===== config.mk =====
export PLATFORM = sky130hd
export DESIGN_NAME = ogb_gearbox
export DESIGN_NICKNAME = d
export VERILOG_FILES = /design/src/rtl/ogb_pkg.sv /design/src/rtl/ogb_stream_if.sv /design/src/rtl/ogb_fifo.sv /design/src/rtl/ogb_gearbox.sv
export SDC_FILE = /design/constraint.sdc
export NUM_CORES = 1
export LEC_CHECK = 0
export BUFFER_PORTS_ARGS = -buffer_cell sky130_fd_sc_hd__buf_2
export CAP_MARGIN = 20
export CORE_UTILIZATION = 60
export CTS_BUF_LIST = sky130_fd_sc_hd__clkbuf_8
export CTS_CLUSTER_SIZE = 10
export DETAILED_ROUTE_END_ITERATION = 16
export GPL_ROUTABILITY_DRIVEN = 0
export PLACE_DENSITY_LB_ADDON = 0.25
export SLEW_MARGIN = 10
export SYNTH_ARGS = -nofsm -noshare
export SYNTH_HDL_FRONTEND = slang
export SYNTH_HIERARCHICAL = 1
export SYNTH_SLANG_ARGS = --single-unit

===== constraint.sdc =====
create_clock -name clk -period 3.5 [get_ports clk]
set_input_delay 0 -clock clk [delete_from_list [all_inputs] [get_ports clk]]
set_output_delay 0 -clock clk [all_outputs]
set_load 0.01 [all_outputs]

===== src/rtl/ogb_pkg.sv =====
// Package of constants and types for the output serializer gearbox
// What this block does
// - Each cell serializes up to eight bits
// - Modes: 7:1, one 8:1, two 4:1
// - Word bits used follow the selected mode
// - Exactly three pipeline stages to output
// - Stage one captures the parallel word
// - Stage two transfers into shift domain
// - Stage three shifts bits onto outputs
package ogb_pkg;
  typedef enum logic [1:0] {
    OGB_MODE_VIDEO,
    OGB_MODE_QUAD,
    OGB_MODE_DUAL,
    OGB_MODE_SPARE
  } ogb_mode_t;
  localparam int OGB_WORD_W = 8;
  localparam int OGB_FIFO_DEPTH = 8;
  localparam int OGB_CNT_W = 3;
  // Last bit index of a frame, per mode
  localparam logic [2:0] OGB_LAST_VIDEO = 3'h6;
  localparam logic [2:0] OGB_LAST_QUAD = 3'h7;
  localparam logic [2:0] OGB_LAST_DUAL = 3'h3;
  // Lane masks; the video frame leaves the top bit unused
  localparam logic [7:0] OGB_MASK_VIDEO = 8'h7F;
  localparam logic [7:0] OGB_MASK_FULL = 8'hFF;
  // Start of the upper lane in dual mode
  localparam int OGB_LANE_B_POS = 4;
  localparam logic [7:0] OGB_WORD_RST = 8'h00;
  localparam logic [2:0] OGB_CNT_RST = 3'h0;
endpackage


===== src/rtl/ogb_stream_if.sv =====
// Word stream carrier between the FIFO and the gearbox pipeline
`timescale 1ns/10ps
`default_nettype none
interface ogb_stream_if #(parameter int W = 8);
  logic [W-1:0] data;
  logic valid;
  logic ready;
  modport src (output data, output valid, input ready);
  modport snk (input data, input valid, output ready);
endinterface // ogb_stream_if
`default_nettype wire


===== src/rtl/ogb_fifo.sv =====
// Word FIFO with registered read data ahead of the gearbox
`timescale 1ns/10ps
`default_nettype none
module ogb_fifo import ogb_pkg::*; #(
  parameter int W = 8,
  parameter int DEPTH = 8
) (
  // Clock, reset and enable
  input wire logic clk,
  input wire logic rst_n,
  input wire logic ce,
  // Filling side
  input wire logic [W-1:0] in_data,
  input wire logic in_valid,
  output logic in_ready,
  // Draining side
  ogb_stream_if.src out
);
  localparam int AW = $clog2(DEPTH);
  logic [W-1:0] mem [DEPTH];
  logic [AW-1:0] wr_ptr_reg;
  logic [AW-1:0] rd_ptr_reg;
  logic [AW:0] count_reg;
  logic [AW:0] count_next;
  logic in_ready_reg;
  logic out_valid_reg;
  logic [W-1:0] out_data_reg;
  logic push;
  logic pop;

  // Pop refills the output register whenever it is free or taken
  assign push = in_valid && in_ready_reg;
  assign pop = (count_reg != '0) && (!out_valid_reg || out.ready);
  assign count_next = count_reg + (AW+1)'(push) - (AW+1)'(pop);
  assign in_ready = in_ready_reg;
  assign out.valid = out_valid_reg;
  assign out.data = out_data_reg;

  // Storage has no reset; only written entries are ever read
  always_ff @(posedge clk) begin
    if (ce && push) begin
      mem[wr_ptr_reg] <= in_data;
    end
  end

  // Pointers, fill count and a registered ready
  always_ff @(posedge clk or negedge rst_n) begin
    if (!rst_n) begin
      wr_ptr_reg <= '0;
      rd_ptr_reg <= '0;
      count_reg <= '0;
      in_ready_reg <= 1'b0;
    end else if (ce) begin
      if (push) wr_ptr_reg <= wr_ptr_reg + AW'(1);
      if (pop) rd_ptr_reg <= rd_ptr_reg + AW'(1);
      count_reg <= count_next;
      in_ready_reg <= (count_next != (AW+1)'(DEPTH));
    end
  end

  // Registered read port
  always_ff @(posedge clk or negedge rst_n) begin
    if (!rst_n) begin
      out_valid_reg <= 1'b0;
      out_data_reg <= '0;
    end else if (ce) begin
      if (pop) begin
        out_valid_reg <= 1'b1;
        out_data_reg <= mem[rd_ptr_reg];
      end else if (out.ready) begin
        out_valid_reg <= 1'b0;
      end
    end
  end
endmodule // ogb_fifo
`default_nettype wire


===== src/rtl/ogb_gearbox.sv =====
// Output serializer gearbox top: FIFO, three stages, serial outputs
`timescale 1ns/10ps
`default_nettype none
module ogb_gearbox import ogb_pkg::*; (
  // Clock, reset and enable
  input wire logic clk,
  input wire logic rst_n,
  input wire logic ce,
  // Mode select, change only while idle
  input wire logic [1:0] mode,
  // Parallel words from the core
  input wire logic [OGB_WORD_W-1:0] word_in,
  input wire logic word_valid,
  output logic word_ready,
  // Serial outputs to the output buffers, and the busy flag
  output logic q_first,
  output logic q_second,
  output logic busy
);
  ogb_stream_if #(.W(OGB_WORD_W)) fifo_out ();
  ogb_mode_t mode_sel;
  logic [OGB_WORD_W-1:0] s1_word_reg;
  logic s1_valid_reg;
  logic [OGB_WORD_W-1:0] s2_word_reg;
  logic s2_valid_reg;
  logic [OGB_WORD_W-1:0] s3_shift_reg;
  logic [OGB_WORD_W-1:0] s3_shift_next;
  logic s3_active_reg;
  logic [OGB_CNT_W-1:0] bit_cnt_reg;
  logic [OGB_CNT_W-1:0] last_bit;
  logic [OGB_WORD_W-1:0] lane_mask;
  logic s3_load;
  logic s2_take;
  logic s1_take;
  logic busy_reg;

  // The FIFO soaks up bursts while a frame is still shifting
  ogb_fifo #(.W(OGB_WORD_W), .DEPTH(OGB_FIFO_DEPTH)) u_fifo (
    .clk(clk),
    .rst_n(rst_n),
    .ce(ce),
    .in_data(word_in),
    .in_valid(word_valid),
    .in_ready(word_ready),
    .out(fifo_out)
  );

  // Frame length and used lanes follow the mode
  // Mode must stay put mid-frame: the frame end is compared live
  always_comb begin
    mode_sel = ogb_mode_t'(mode);
    case (mode_sel)
      OGB_MODE_VIDEO: begin
        last_bit = OGB_LAST_VIDEO;
        lane_mask = OGB_MASK_VIDEO;
      end
      OGB_MODE_DUAL: begin
        last_bit = OGB_LAST_DUAL;
        lane_mask = OGB_MASK_FULL;
      end
      default: begin
        last_bit = OGB_LAST_QUAD;
        lane_mask = OGB_MASK_FULL;
      end
    endcase
  end

  // A stage moves on whenever the stage after it is free or moving
  // Chaining the takes keeps frames back to back with no idle bit,
  // at the cost of one long combinational path from stage three
  assign s3_load = !s3_active_reg || (bit_cnt_reg == last_bit);
  assign s2_take = !s2_valid_reg || s3_load;
  assign s1_take = !s1_valid_reg || s2_take;
  assign fifo_out.ready = s1_take;

  // Stage one: capture the parallel word
  always_ff @(posedge clk or negedge rst_n) begin
    if (!rst_n) begin
      s1_word_reg <= OGB_WORD_RST;
      s1_valid_reg <= 1'b0;
    end else if (ce && s1_take) begin
      s1_word_reg <= fifo_out.data & lane_mask;
      s1_valid_reg <= fifo_out.valid;
    end
  end

  // Stage two: hand the word over to the shift side
  // One clock serves both sides, so this is a plain transfer; split
  // clocks would need a handshake or gray coding across this stage
  always_ff @(posedge clk or negedge rst_n) begin
    if (!rst_n) begin
      s2_word_reg <= OGB_WORD_RST;
      s2_valid_reg <= 1'b0;
    end else if (ce && s2_take) begin
      s2_word_reg <= s1_word_reg;
      s2_valid_reg <= s1_valid_reg;
    end
  end

  // Dual mode shifts each nibble on its own lane
  always_comb begin
    if (mode_sel == OGB_MODE_DUAL) begin
      s3_shift_next = {1'b0, s3_shift_reg[7:5], 1'b0, s3_shift_reg[3:1]};
    end else begin
      s3_shift_next = {1'b0, s3_shift_reg[7:1]};
    end
  end

  // Stage three: shift out LSB first; runs dry to all zeros
  // Zeros enter from the top so a lane falls low when its frame ends
  always_ff @(posedge clk or negedge rst_n) begin
    if (!rst_n) begin
      s3_shift_reg <= OGB_WORD_RST;
      s3_active_reg <= 1'b0;
      bit_cnt_reg <= OGB_CNT_RST;
    end else if (ce) begin
      if (s3_load) begin
        s3_shift_reg <= s2_valid_reg ? s2_word_reg : OGB_WORD_RST;
        s3_active_reg <= s2_valid_reg;
        bit_cnt_reg <= OGB_CNT_RST;
      end else begin
        s3_shift_reg <= s3_shift_next;
        bit_cnt_reg <= bit_cnt_reg + OGB_CNT_W'(1);
      end
    end
  end

  // Outputs come straight off the shift register flops
  assign q_first = s3_shift_reg[0];
  assign q_second = s3_shift_reg[OGB_LANE_B_POS];

  // Busy while any stage or the FIFO read register holds a word
  // It lags the stages by one cycle; callers must allow for that
  always_ff @(posedge clk or negedge rst_n) begin
    if (!rst_n) begin
      busy_reg <= 1'b0;
    end else if (ce) begin
      busy_reg <= s1_valid_reg || s2_valid_reg || s3_active_reg ||
        fifo_out.valid;
    end
  end
  assign busy = busy_reg;
endmodule // ogb_gearbox
`default_nettype wire


==> results.md, run 1 <==
- Worst vdd rail ir drop: 0.000395 V
- Vias per cell: between 5 and 6
- Aggregate global routing overflow: 0
- Worst skew pair latency: ~0.42 ns
- Crit path max fanout: 5
- Power Density: between 800 and 900 mW/mm²
- Antenna-violating nets left: 0
- Non-Filler Instances: just under 500
- Initial antenna violation count: 0
- Slew Limit Fails: 0
- Vias in the first global route: just under 3k
- Setup TNS Final: 0 ns
- CTS root buf: clkbuf_8
- Starting density of the core: between 60% and 70%
- Die ar.: ~0.0085 mm²
- Worst hold path depth: 4
- Setup CP Type: reg2reg
- Clock Pin Slew Worst Setup and Hold Paths: approximately 0.070 ns
- Rel. slew slack: between 30% and 40%
- Post-synth EDFFs: 64
- Static Leak: approximately 2.2 nW
- Synth Register Bits: ~120
- Post-DP HPWL: about 5.5 mm
- Rows: 32
- Share of layout cells above drive strength 1: 21.8%
- I/O Buffers: 17
- Average size of a mapped cell: roughly 14 µm²
- Yosys warns: 6
- Routed wire length: 8.72 mm
- Syn Inst Count: between 300 and 400
- Mapped Area: 0.00486 mm²
- Max Clock Skew: ~0.011 ns
- Clock buffer depth: 2
- Unique masters post-synth: between 40 and 50
- Total power: 4.57 mW
- Die width: just over 90 µm
- Sink Count: between 100 and 150
- Largest register FFs: 64
- Setup crit start kind: flop
- First-pass detailed-route iteration total: 4
- Final setup violation count: 0
- FILL cells: between 500 and 600
- Slew @ Worst Pin: 0.911 ns
- CTS buffer count: 17
- Status: finished, final reports clean
- Final Critical Period: about 3.3 ns
- Synth Flop Type: edfxtp_1
- CP Capture Type: flop
- Post-synth ARST share: 44.3%
- CP Data Required Time: 3.80 ns
- # DRC: 0
- Arr. time, crit path: around 3.6 ns
- Fmax: 0.303 GHz
- Sequential fraction of the synthesis area: between 60% and 70%
- Ant. Diodes: 0
- Cells on worst reg2reg path: 12
- Initial DRC Count: roughly 190
- I/O pin cnt: 18
- Critical Path Max Stage Delay: 0.61 ns
- DR WL/cell: about 18 µm
- Crit share post-route: a little over nine tenths
- Postcts setup bufs: 0
- Die H: roughly 90 µm
- Vias: roughly 2.8k
- Placed Cells: ~450
- Nets: approximately 400
- Fin. Hold Viols: 0
- Most frequent cells in the layout: 64 x edfxtp_1, 51 x dfrtp_1, 35 x mux2i_1
- CTS tree: yes
- Layout Utilization: between 70% and 80%
- H-tree depth: 4
- Core area: a little under 0.008 mm²
- Unrepaired setup endpoints after global routing: no
- First-pass GRT wire length: 14.4 mm
- Commonest non-fill, non-tap cell in the layout: edfxtp_1
- Syn-to-layout area delta: 13.3%
- CP Cell Sequence: or4b_4, a31oi_4, or2_2, inv_1, a21oi_2, xnor2_1, ha_1, inv_1, fa_1, xnor2_1, or4b_1, o22a_1
- Max cap viols: 0
- Critical path's slowest cell: or4b_4
- Reg with most FFs: u_fifo/mem
- Type of the tightest min-delay check: in2reg
- Synth Net Count: 363
- Pin count of the biggest net entering global routing: between 50 and 60
- Total GRT Usage: between 20% and 30%
## critical path, delay by kind of cell (launching register included)
kind	cells	cell delay, ns
adder cells (fa/ha/maj)	2	0.55
XOR/XNOR	2	0.29
flip-flops	1	0.44
buffers and inverters	2	0.12
AO/OA/AOI/OAI	3	0.56
AND/OR/NAND/NOR	3	1.23
## stage by stage
step | cell area, µm² | hold WS, ns | setup WS [ns]
floorplan | 4860 | -0.296 | 0.341
global placement | 5020 | 0.140 | 0.258
detailed placement | 5020 | 0.147 | 0.177
CTS | 5500 | 0.0284 | 0.142
global route | 5510 | 0.0875 | 0.0167
finish | 5510 | 0.0586 | 0.194
## cell type report
| cell class | instances | area (µm²) | share of cell area [%] |
|---|---|---|---|
| clock buffer | 17 | 234 | 4.25 |
| tap | 102 | 128 | 2.32 |
| timing repair buffer | 36 | 260 | 4.73 |
| multi-input combinational | 192 | 1500 | 27.2 |
| inverter | 19 | 71.3 | 1.30 |
| clock inverter | 15 | 119 | 2.16 |
| sequential | 115 | 3200 | 58.1 |
## per-layer routing
metal  wire length (µm)  share of wire (%)  up-vias  track usage (%)
met5                  0                  0        -                0
met4                142                1.6        0             10.7
met3                298                3.4       14             6.14
met2               4460                 51       60             38.2
met1               3820                 44     1409             28.6
li1                   -                  -     1346                -
## what timing repair did
| item | in CTS | in global routing |
|---|---|---|
| resized for setup | 0 | 1 |
| hold endpoints to repair | 120 | 0 |
| hold buffers | 13 | 0 |
| setup endpoints to repair | 0 | 1 |
## path summary, 6_finish.rpt
path / startpoint / end / slack [ns]
hold / removal: mode[1] / s3_shift_reg[3] / 0.06
hold reg to reg: s1_word_reg[3] / s2_word_reg[3] / 0.50
max in group asynchronous: rst_n / s1_word_reg[2] / 2.84
setup / recovery: bit_cnt_reg[0] / u_fifo/in_ready / 0.19
setup reg to reg: bit_cnt_reg[0] / u_fifo/in_ready / 0.19
min in group asynchronous: rst_n / bit_cnt_reg[1] / 0.22
## cell families after synthesis
family	count (synthesis)	synth area share, %
AO/OA/AOI/OAI	53	8.18
XOR/XNOR	6	1.08
adder cells (fa/ha/maj)	8	2.21
buffers and inverters	34	3.53
flip-flops	115	65.8
multiplexers	54	11.7
AND/OR/NAND/NOR	71	7.54
## synth_stat cells (all sizes together), types with 2 or more instances
library cell	instances	area, µm²
mux2i	35	350
or4b	2	23.8
nand4	3	18.8
nor3	2	10.0
a21o	2	15.0
edfxtp	64	1920
mux2	19	218
clkbuf	7	26.3
nor2b	3	18.8
a22o	2	18.8
xnor2	5	43.8
a21oi	4	20.0
dfrtp	51	1280
nand2b	4	25.0
nor2	15	56.3
buf	8	73.8
inv	19	71.3
o21ai	15	82.6
a31oi	7	58.8
a22oi	16	120
nand2	17	66.3
ha	7	87.6
or2	2	12.5
nand3	19	95.1
## power by group
| part | total (mW) | internal [mW] | switching [mW] |
|---|---|---|---|
| clock network | 1.07 | 0.549 | 0.520 |
| registers | 2.05 | 1.78 | 0.267 |
| logic | 1.46 | 0.699 | 0.760 |
| total | 4.57 | 3.03 | 1.55 |
No activity file was read; power rests on OpenSTA's default activity.
==> inputs of run 2 (changes only) <==
Settings changed: CTS_BUF_LIST sky130_fd_sc_hd__clkbuf_8 to sky130_fd_sc_hd__clkbuf_4, SYNTH_HIERARCHICAL 1 to default.
==> run 2 against run 1 <==
  * Sequential power fell by 2%
  * Non-clock buffer count is 1 lower
  * Final cell count fell by 9.1%
  * Count of clock-buffer cells in the layout up 1
  * Area after synthesis down 1.3%
  * Clock skew grew 0.0079 ns
  * Wire length is 7.8% lower
  * Critical path type unchanged
  * Via count is 9.0% lower
  * Sequential cell count did not move
  * Final area shrank 2.0%
==> results.md, run 2 <==
- CTS root buf: clkbuf_4
- Post-synth EDFFs: 64 (unchanged)
- Part of the power in combinational logic: 32.2% (+0.3 points)
- CP Cell Sequence: or4b_4, a31oi_4, o21a_1, ha_1, inv_1, ha_1, inv_1, fa_1, nand3b_1, o32a_1
- Critical path's slowest cell: or4b_4
- Final Critical Period: 2.92 ns (-0.390 ns)
- I/O Buffers: 17 (unchanged)
- FILL cells: 508 (-4.0%)
- Crit share post-route: 83.3% (-11 points)
- Non-Filler Instances: 451 (-9.1%)
- Sequential fraction of the synthesis area: 66.6% (+0.86 points)
- Xor/xnor share of the synthesized area: 0.912% (-0.17 points)
- Top-count cell post-synth: edfxtp_1
- Max Clock Skew: 0.0188 ns (+0.00792 ns)
- Setup TNS Final: 0 ns (unchanged)
- Syn-to-layout area delta: 12.4%
- # DRC: 0 (unchanged)
- Aggregate global routing overflow: 0 (unchanged)
- Vias in the first global route: 2712 (-7.3%)
- CP Capture Type: flop
- Adder-Cell Fraction of Synth Area: 2.50% (+0.29 points)
- Synth top cells by count: 64 x edfxtp_1, 51 x dfrtp_1, 25 x mux2_2, 16 x mux4_2, 16 x nand2_1
- Synth Net Count: 319 (-12%)
- Core area: 0.00773 mm² (-0.52%)
- Worst vdd rail ir drop: 0.000393 V (-0.70%)
- Fmax: 0.343 GHz (+13%)
- Post-synth ARST share: 44.3% (unchanged)
- Die ar.: 0.00836 mm² (-1.3%)
- Multiplexer share of the synthesized area: 16.5% (+4.8 points)
- Initial antenna violation count: 0 (unchanged)
- Worst r2r src: bit_cnt_reg[0]
- Reg-to-reg critical path endpoint: u_fifo.in_ready
- Crit path max fanout: 6 (+1)
- Net Switching: 1.35 mW (-13%)
- Synth Area in Simple Gates: 5.76% (-1.8 points)
- Power Density: 801 mW/mm² (-3.6%)
- Critical Path Max Stage Delay: 0.54 ns (-0.07 ns)
- Max cap viols: 0 (unchanged)
- Total GRT Usage: 21.7% (-1.4 points)
- Static Leak: 2.05 nW (-6.7%)
- DR WL/cell: 17.8 µm (+1.4%)
- CTS tree: yes
- Sw frac: 31.2% (-2.6 points)
- Syn Inst Count: 296 (-13%)
- Placed Cells: 405 (-10%)
- Unique masters post-synth: 44 (-6.4%)
- Largest family of logic cells by synthesized area: multiplexers
- Setup CP Type: reg2reg
- Type of the tightest min-delay check: in2async
- Post-DP HPWL: 5.11 mm (-7.5%)
- Cells on worst reg2reg path: 10 (-2)
- Sink Count: 115 (unchanged)
- Compound-gate portion of the synthesized area: 5.34% (-2.8 points)
- Unrepaired setup endpoints after global routing: no
- Main area contributors after synthesis: edfxtp_1 40%, dfrtp_1 27%, mux4_2 7.5%
- Die width: 91.4 µm (-0.63%)
- Reg with most FFs: u_fifo.mem
- CP Data Required Time: 3.88 ns (+0.08 ns)
- Sequential Power Share: 46.4% (+1.7 points)
- Largest register FFs: 64 (unchanged)
- Ant. Diodes: 0 (unchanged)
- Pin count of the biggest net entering global routing: 52 (unchanged)
- Die H: 91.4 µm (-0.63%)
- Reg2Reg Setup Slack: 0.58 ns (+0.39 ns)
- Status: finished, final reports clean
- Fin. Hold Viols: 0 (unchanged)
- Share of layout cells above drive strength 1: 31.2% (+9.4 points)
- Slew @ Worst Pin: 0.943 ns (+0.0318 ns)
- Rows: 32 (unchanged)
- Commonest non-fill, non-tap cell in the layout: edfxtp_1
- First-pass GRT wire length: 13.3 mm (-7.8%)
- Internal power: 2.97 mW (-1.8%)
- H-tree depth: 4 (unchanged)
- Nets: 359 (-11%)
- Clock network power share: 21.4% (-2.0 points)
- Clock buffer depth: 2 (unchanged)
- Synth Flop Type: edfxtp_1
- Top cell type's share of synthesized area: 40.0% (+0.52 points)
- Final setup violation count: 0 (unchanged)
- Vias per cell: 5.71 (about the same)
- Starting density of the core: 62.1% (-0.49 points)
- Synth Register Bits: 115 (unchanged)
- Arr. time, crit path: 3.30 ns (-0.31 ns)
- CTS buffer count: 17 (unchanged)
- Yosys warns: 0 (-6)
- Average size of a mapped cell: 16.2 µm² (+14%)
- Most frequent cells in the layout: 64 x edfxtp_1, 51 x dfrtp_1, 25 x mux2_2
- Setup crit start kind: flop
- First-pass detailed-route iteration total: 4 (unchanged)
- Vias: 2573 (-9.0%)
- Mapped Area: 0.00480 mm² (-1.3%)
- Antenna-violating nets left: 0 (unchanged)
- Layout Utilization: 69.8% (-1.1 points)
- Initial DRC Count: 132 (-31%)
- Routed wire length: 8.04 mm (-7.8%)
- Worst skew pair latency: 0.50 ns (+0.08 ns)
- Rel. slew slack: 36.9% (-2.1 points)
- Slew Limit Fails: 0 (unchanged)
- I/O pin cnt: 18 (unchanged)
- Clock Pin Slew Worst Setup and Hold Paths: 0.11 ns (+0.04 ns)
- Synth area leader: edfxtp_1
- CTS resizes: 0 (unchanged)
-- run 2: changes by cell type in the layout (fill, tap and decap cells not counted), sizes merged, moves of 6 or more --
cell | before | now
mux2i | 35 | 3
a22oi | 16 | 0
mux4 | 0 | 16
mux2 | 19 | 33
inv | 19 | 12
o21ai | 15 | 8
nand3 | 19 | 13
-- run 2: repair_timing --
| action | in CTS | in global routing |
|---|---|---|
| hold endpoints to repair | 120 | 0 |
| hold buffers | 14 | 0 |
| buffers inserted | 0 | 0 |
-- run 2: how the worst max path moves through the flow --
stage,from,to,slack (ns),cells past startpoint
2_1_floorplan,bit_cnt_reg[0],u_fifo.in_ready,0.77,10
3_3_place_gp,bit_cnt_reg[0],u_fifo.in_ready,0.70,10
3_5_place_dp,bit_cnt_reg[0],u_fifo.in_ready,0.63,10
4_1_cts,bit_cnt_reg[0],u_fifo.in_ready,0.60,10
5_1_grt,bit_cnt_reg[0],u_fifo.in_ready,0.46,10
6_report,bit_cnt_reg[0],u_fifo.in_ready,0.58,10
-- run 2: logic make-up after synthesis --
family | Yosys count
AOI/OAI and AO/OA | 32
xor gates and xnor gates | 5
buffers and inverters | 26
and+or+nand+nor | 57
muxes | 52
DFF | 115
adders and majority gates | 9
-- run 2: power groups by stage --
stage	Clock, mW	Sequential [mW]	Combinational (mW)
final	0.923	2.01	1.39
after global routing	0.996	2.05	1.56
after CTS	0.941	2.01	1.41
after detailed placement	0	2.03	1.38
after global placement	0	2.01	1.32
after floorplan	0	1.91	1.21
-- run 2: stage by stage --
step | worst slack, ns | power [mW] | instance area (µm²) | hold WS (ns)
final | 0.585 | 4.32 | 5400 | 0.116
after global routing | 0.465 | 4.60 | 5400 | 0.164
after CTS | 0.598 | 4.36 | 5400 | 0.112
after detailed placement | 0.629 | 3.42 | 4980 | 0.148
after global placement | 0.697 | 3.34 | 4980 | 0.144
after floorplan | 0.774 | 3.12 | 4800 | -0.296
-- run 2: worst max-delay path: cells and delay by family (launching register included) --
kind / cells / cell delay (ns)
flip-flops: 1 / 0.45
AND/OR/NAND/NOR: 2 / 0.62
AO/OA/AOI/OAI: 3 / 0.72
adder cells (fa/ha/maj): 3 / 0.89
buffers and inverters: 2 / 0.12
-- run 2: final cells by class --
class	count	area, µm²	area share [%]
sequential	115	3200	59.3
multi-input combinational	155	1490	27.7
timing repair buffer	35	255	4.73
clock inverter	14	140	2.60
clock buffer	18	135	2.50
tap	102	128	2.37
inverter	12	45.0	0.835
-- run 2: metal layers --
metal,up-vias,GRT usage (%),routed length (µm)
met5,-,0,0
met4,0,11.0,104
met3,15,5.36,296
met2,63,36.3,4180
met1,1292,26.3,3460
li1,1203,-,-
==> inputs of run 3 (changes only) <==
Clock period 3.5 ns to 2.7 ns, I/O delays scaled along.
==> run 3 against run 2 <==
  * The flow now finishes with violations (negative setup slack)
  * Non-clock buffer count up 11
  * Worst setup slack worse by 0.63 ns
  * Global-route usage down 0.39 points
  * Total power is 28% higher
  * Clock power up 24%
  * Sequential power grew 28%
  * Critical path type unchanged
  * Highest routed layer unchanged
==> results.md, run 3 (synthesis gave the netlist of run 2 again) <==
- Status: finished, violations left
- Failing checks: negative setup slack
- Clock buffer depth: 2 (unchanged)
- CP Capture Type: flop
- Aggregate global routing overflow: 0 (unchanged)
- Most frequent cells in the layout: 64 x edfxtp_1, 51 x dfrtp_1, 25 x mux2_2
- I/O Buffers: 17 (unchanged)
- Sink Count: 115 (unchanged)
- DR WL/cell: 16.9 µm (-5.1%)
- Die width: 91.4 µm (unchanged)
- CTS buffer count: 17 (unchanged)
- Die ar.: 0.00836 mm² (unchanged)
- CP Data Required Time: 3.10 ns (-0.78 ns)
- Rel. slew slack: 47.6% (+11 points)
- Unrepaired setup endpoints after global routing: yes
- CP Cell Sequence: or4b_4, a31oi_4, o21a_1, ha_1, inv_1, ha_1, inv_1, fa_1, xnor2_1, o32a_1
- Slew @ Worst Pin: 0.785 ns (-0.158 ns)
- DP Area: 0.00505 mm² (+1.4%)
- Vias per cell: 5.62 (-1.5%)
- Final Critical Period: 2.74 ns (-0.172 ns)
- Ant. Diodes: 0 (unchanged)
- Arr. time, crit path: 3.14 ns (-0.16 ns)
- FILL cells: 499 (-1.8%)
- Final worst setup slack: -0.0431 ns (-0.628 ns)
- Static Leak: 2.09 nW (+2.1%)
- First-pass detailed-route iteration total: 5 (+1)
- Max cap viols: 0 (unchanged)
- Vias: 2596 (+0.89%)
- H-tree depth: 4 (unchanged)
- Rows: 32 (unchanged)
- Type of the tightest min-delay check: in2async
- Die H: 91.4 µm (unchanged)
- Setup CP Type: reg2reg
- Syn-to-layout area delta: 13.8%
- Commonest non-fill, non-tap cell in the layout: edfxtp_1
- Total GRT Usage: 21.3% (-0.39 points)
- Antenna-violating nets left: 0 (unchanged)
- I/O pin cnt: 18 (unchanged)
- Critical Path Max Stage Delay: 0.53 ns (about the same)
- Starting density of the core: 62.1% (unchanged)
- Largest register FFs: 64 (unchanged)
- Post-DP HPWL: 4.89 mm (-4.1%)
- First-pass GRT wire length: 13.0 mm (-2.2%)
- Crit path max fanout: 3 (-3)
- Pin count of the biggest net entering global routing: 42 (-19%)
- Vias in the first global route: 2696 (-0.59%)
- Pre-CTS WS: -0.0167 ns (-0.646 ns)
- Reg with most FFs: u_fifo.mem
- CTS root buf: clkbuf_4
- WHS: 0.0721 ns (-0.0435 ns)
- Initial DRC Count: 162 (+23%)
- # DRC: 0 (unchanged)
- Nets: 370 (+3.1%)
- Initial antenna violation count: 0 (unchanged)
- Slew Limit Fails: 0 (unchanged)
- Share of layout cells above drive strength 1: 32.8% (+1.5 points)
- Core area: 0.00773 mm² (unchanged)
- Crit share post-route: 102% (+18 points)
- CTS tree: yes
- Setup crit start kind: flop
- Worst skew pair latency: 0.51 ns (about the same)
- Max Clock Skew: 0.0156 ns (-0.00323 ns)
- Fin. Hold Viols: 0 (unchanged)
- Routed wire length: 7.82 mm (-2.7%)
- Critical path's slowest cell: or4b_4
- Clock Pin Slew Worst Setup and Hold Paths: 0.10 ns (about the same)
- Final setup violation count: 1 (+1)
- Final design area excluding fillers: 0.00546 mm² (+1.3%)
- Worst vdd rail ir drop: 0.000526 V (+34%)
- Fmax: 0.365 GHz (+6.3%)
- Reg2Reg Setup Slack: -0.04 ns (-0.63 ns)
- Power Density: 1020 mW/mm² (+27%)
==> run 3: repair_timing <==
action | CTS | global route
hold endpoints to repair | 101 | 0
pin swaps | 0 | 0
gates resized for setup | 0 | 0
hold buffers | 15 | 0
setup buffers | 0 | 0
endpoints found under the setup margin | 1 | 2
==> run 3: stage by stage <==
stage / power (mW) / TNS [ns] / utilization [%] / cells
after global placement: 4.36 / 0 / 65.3 / 415
after CTS: 5.60 / -0.0211 / 70.7 / 462
after detailed placement: 4.43 / -0.0167 / 65.3 / 415
final: 5.55 / -0.0431 / 70.7 / 462
after global routing: 5.90 / -0.166 / 70.7 / 462
after floorplan: 4.04 / -0.0257 / - / 296
==> run 3: final timing paths <==
kind                                 from                   to  depth (start not counted)
min in group clk               word_in[5]     u_fifo.mem[1][5]                          2
setup reg to reg           bit_cnt_reg[0]      u_fifo.in_ready                         10
setup / recovery           bit_cnt_reg[0]      u_fifo.in_ready                         10
hold / removal                      rst_n  u_fifo.count_reg[1]                          2
hold reg to reg            s1_word_reg[5]       s1_word_reg[5]                          1
max in group asynchronous           rst_n       s1_word_reg[0]                          3
==> run 3: area by class of cell <==
type,count,area [µm²],area share (%)
clock buffers,17,128,2.34
clock inverters,15,135,2.47
inverters,12,45.0,0.825
multi-input cells,155,1490,27.3
flip-flops and latches,115,3200,58.5
well taps,102,128,2.34
repair buffers,46,340,6.23
==> run 3: routing by layer <==
metal | wire length, µm | GRT usage [%] | vias up
met5 | 0 | 0 | -
met4 | 153 | 8.99 | 0
met3 | 255 | 7.12 | 17
met2 | 3830 | 34.1 | 45
met1 | 3590 | 26.9 | 1307
li1 | - | - | 1227
==> run 3: worst max-delay path, delay by kind of cell, from the launching register on <==
family,cells,cell delay (ns)
AO/OA/AOI/OAI,3,0.66
AND/OR/NAND/NOR,1,0.53
XOR/XNOR,1,0.16
flip-flops,1,0.41
buffers and inverters,2,0.12
adder cells (fa/ha/maj),3,0.76
==> run 3: power breakdown <==
group          leakage (nW)  switching [mW]  internal (mW)  total, mW
clock network         0.132           0.682          0.460       1.14
logic                 0.791           0.776           1.05       1.82
registers              1.17           0.311           2.27       2.58
total                  2.09            1.77           3.78       5.55
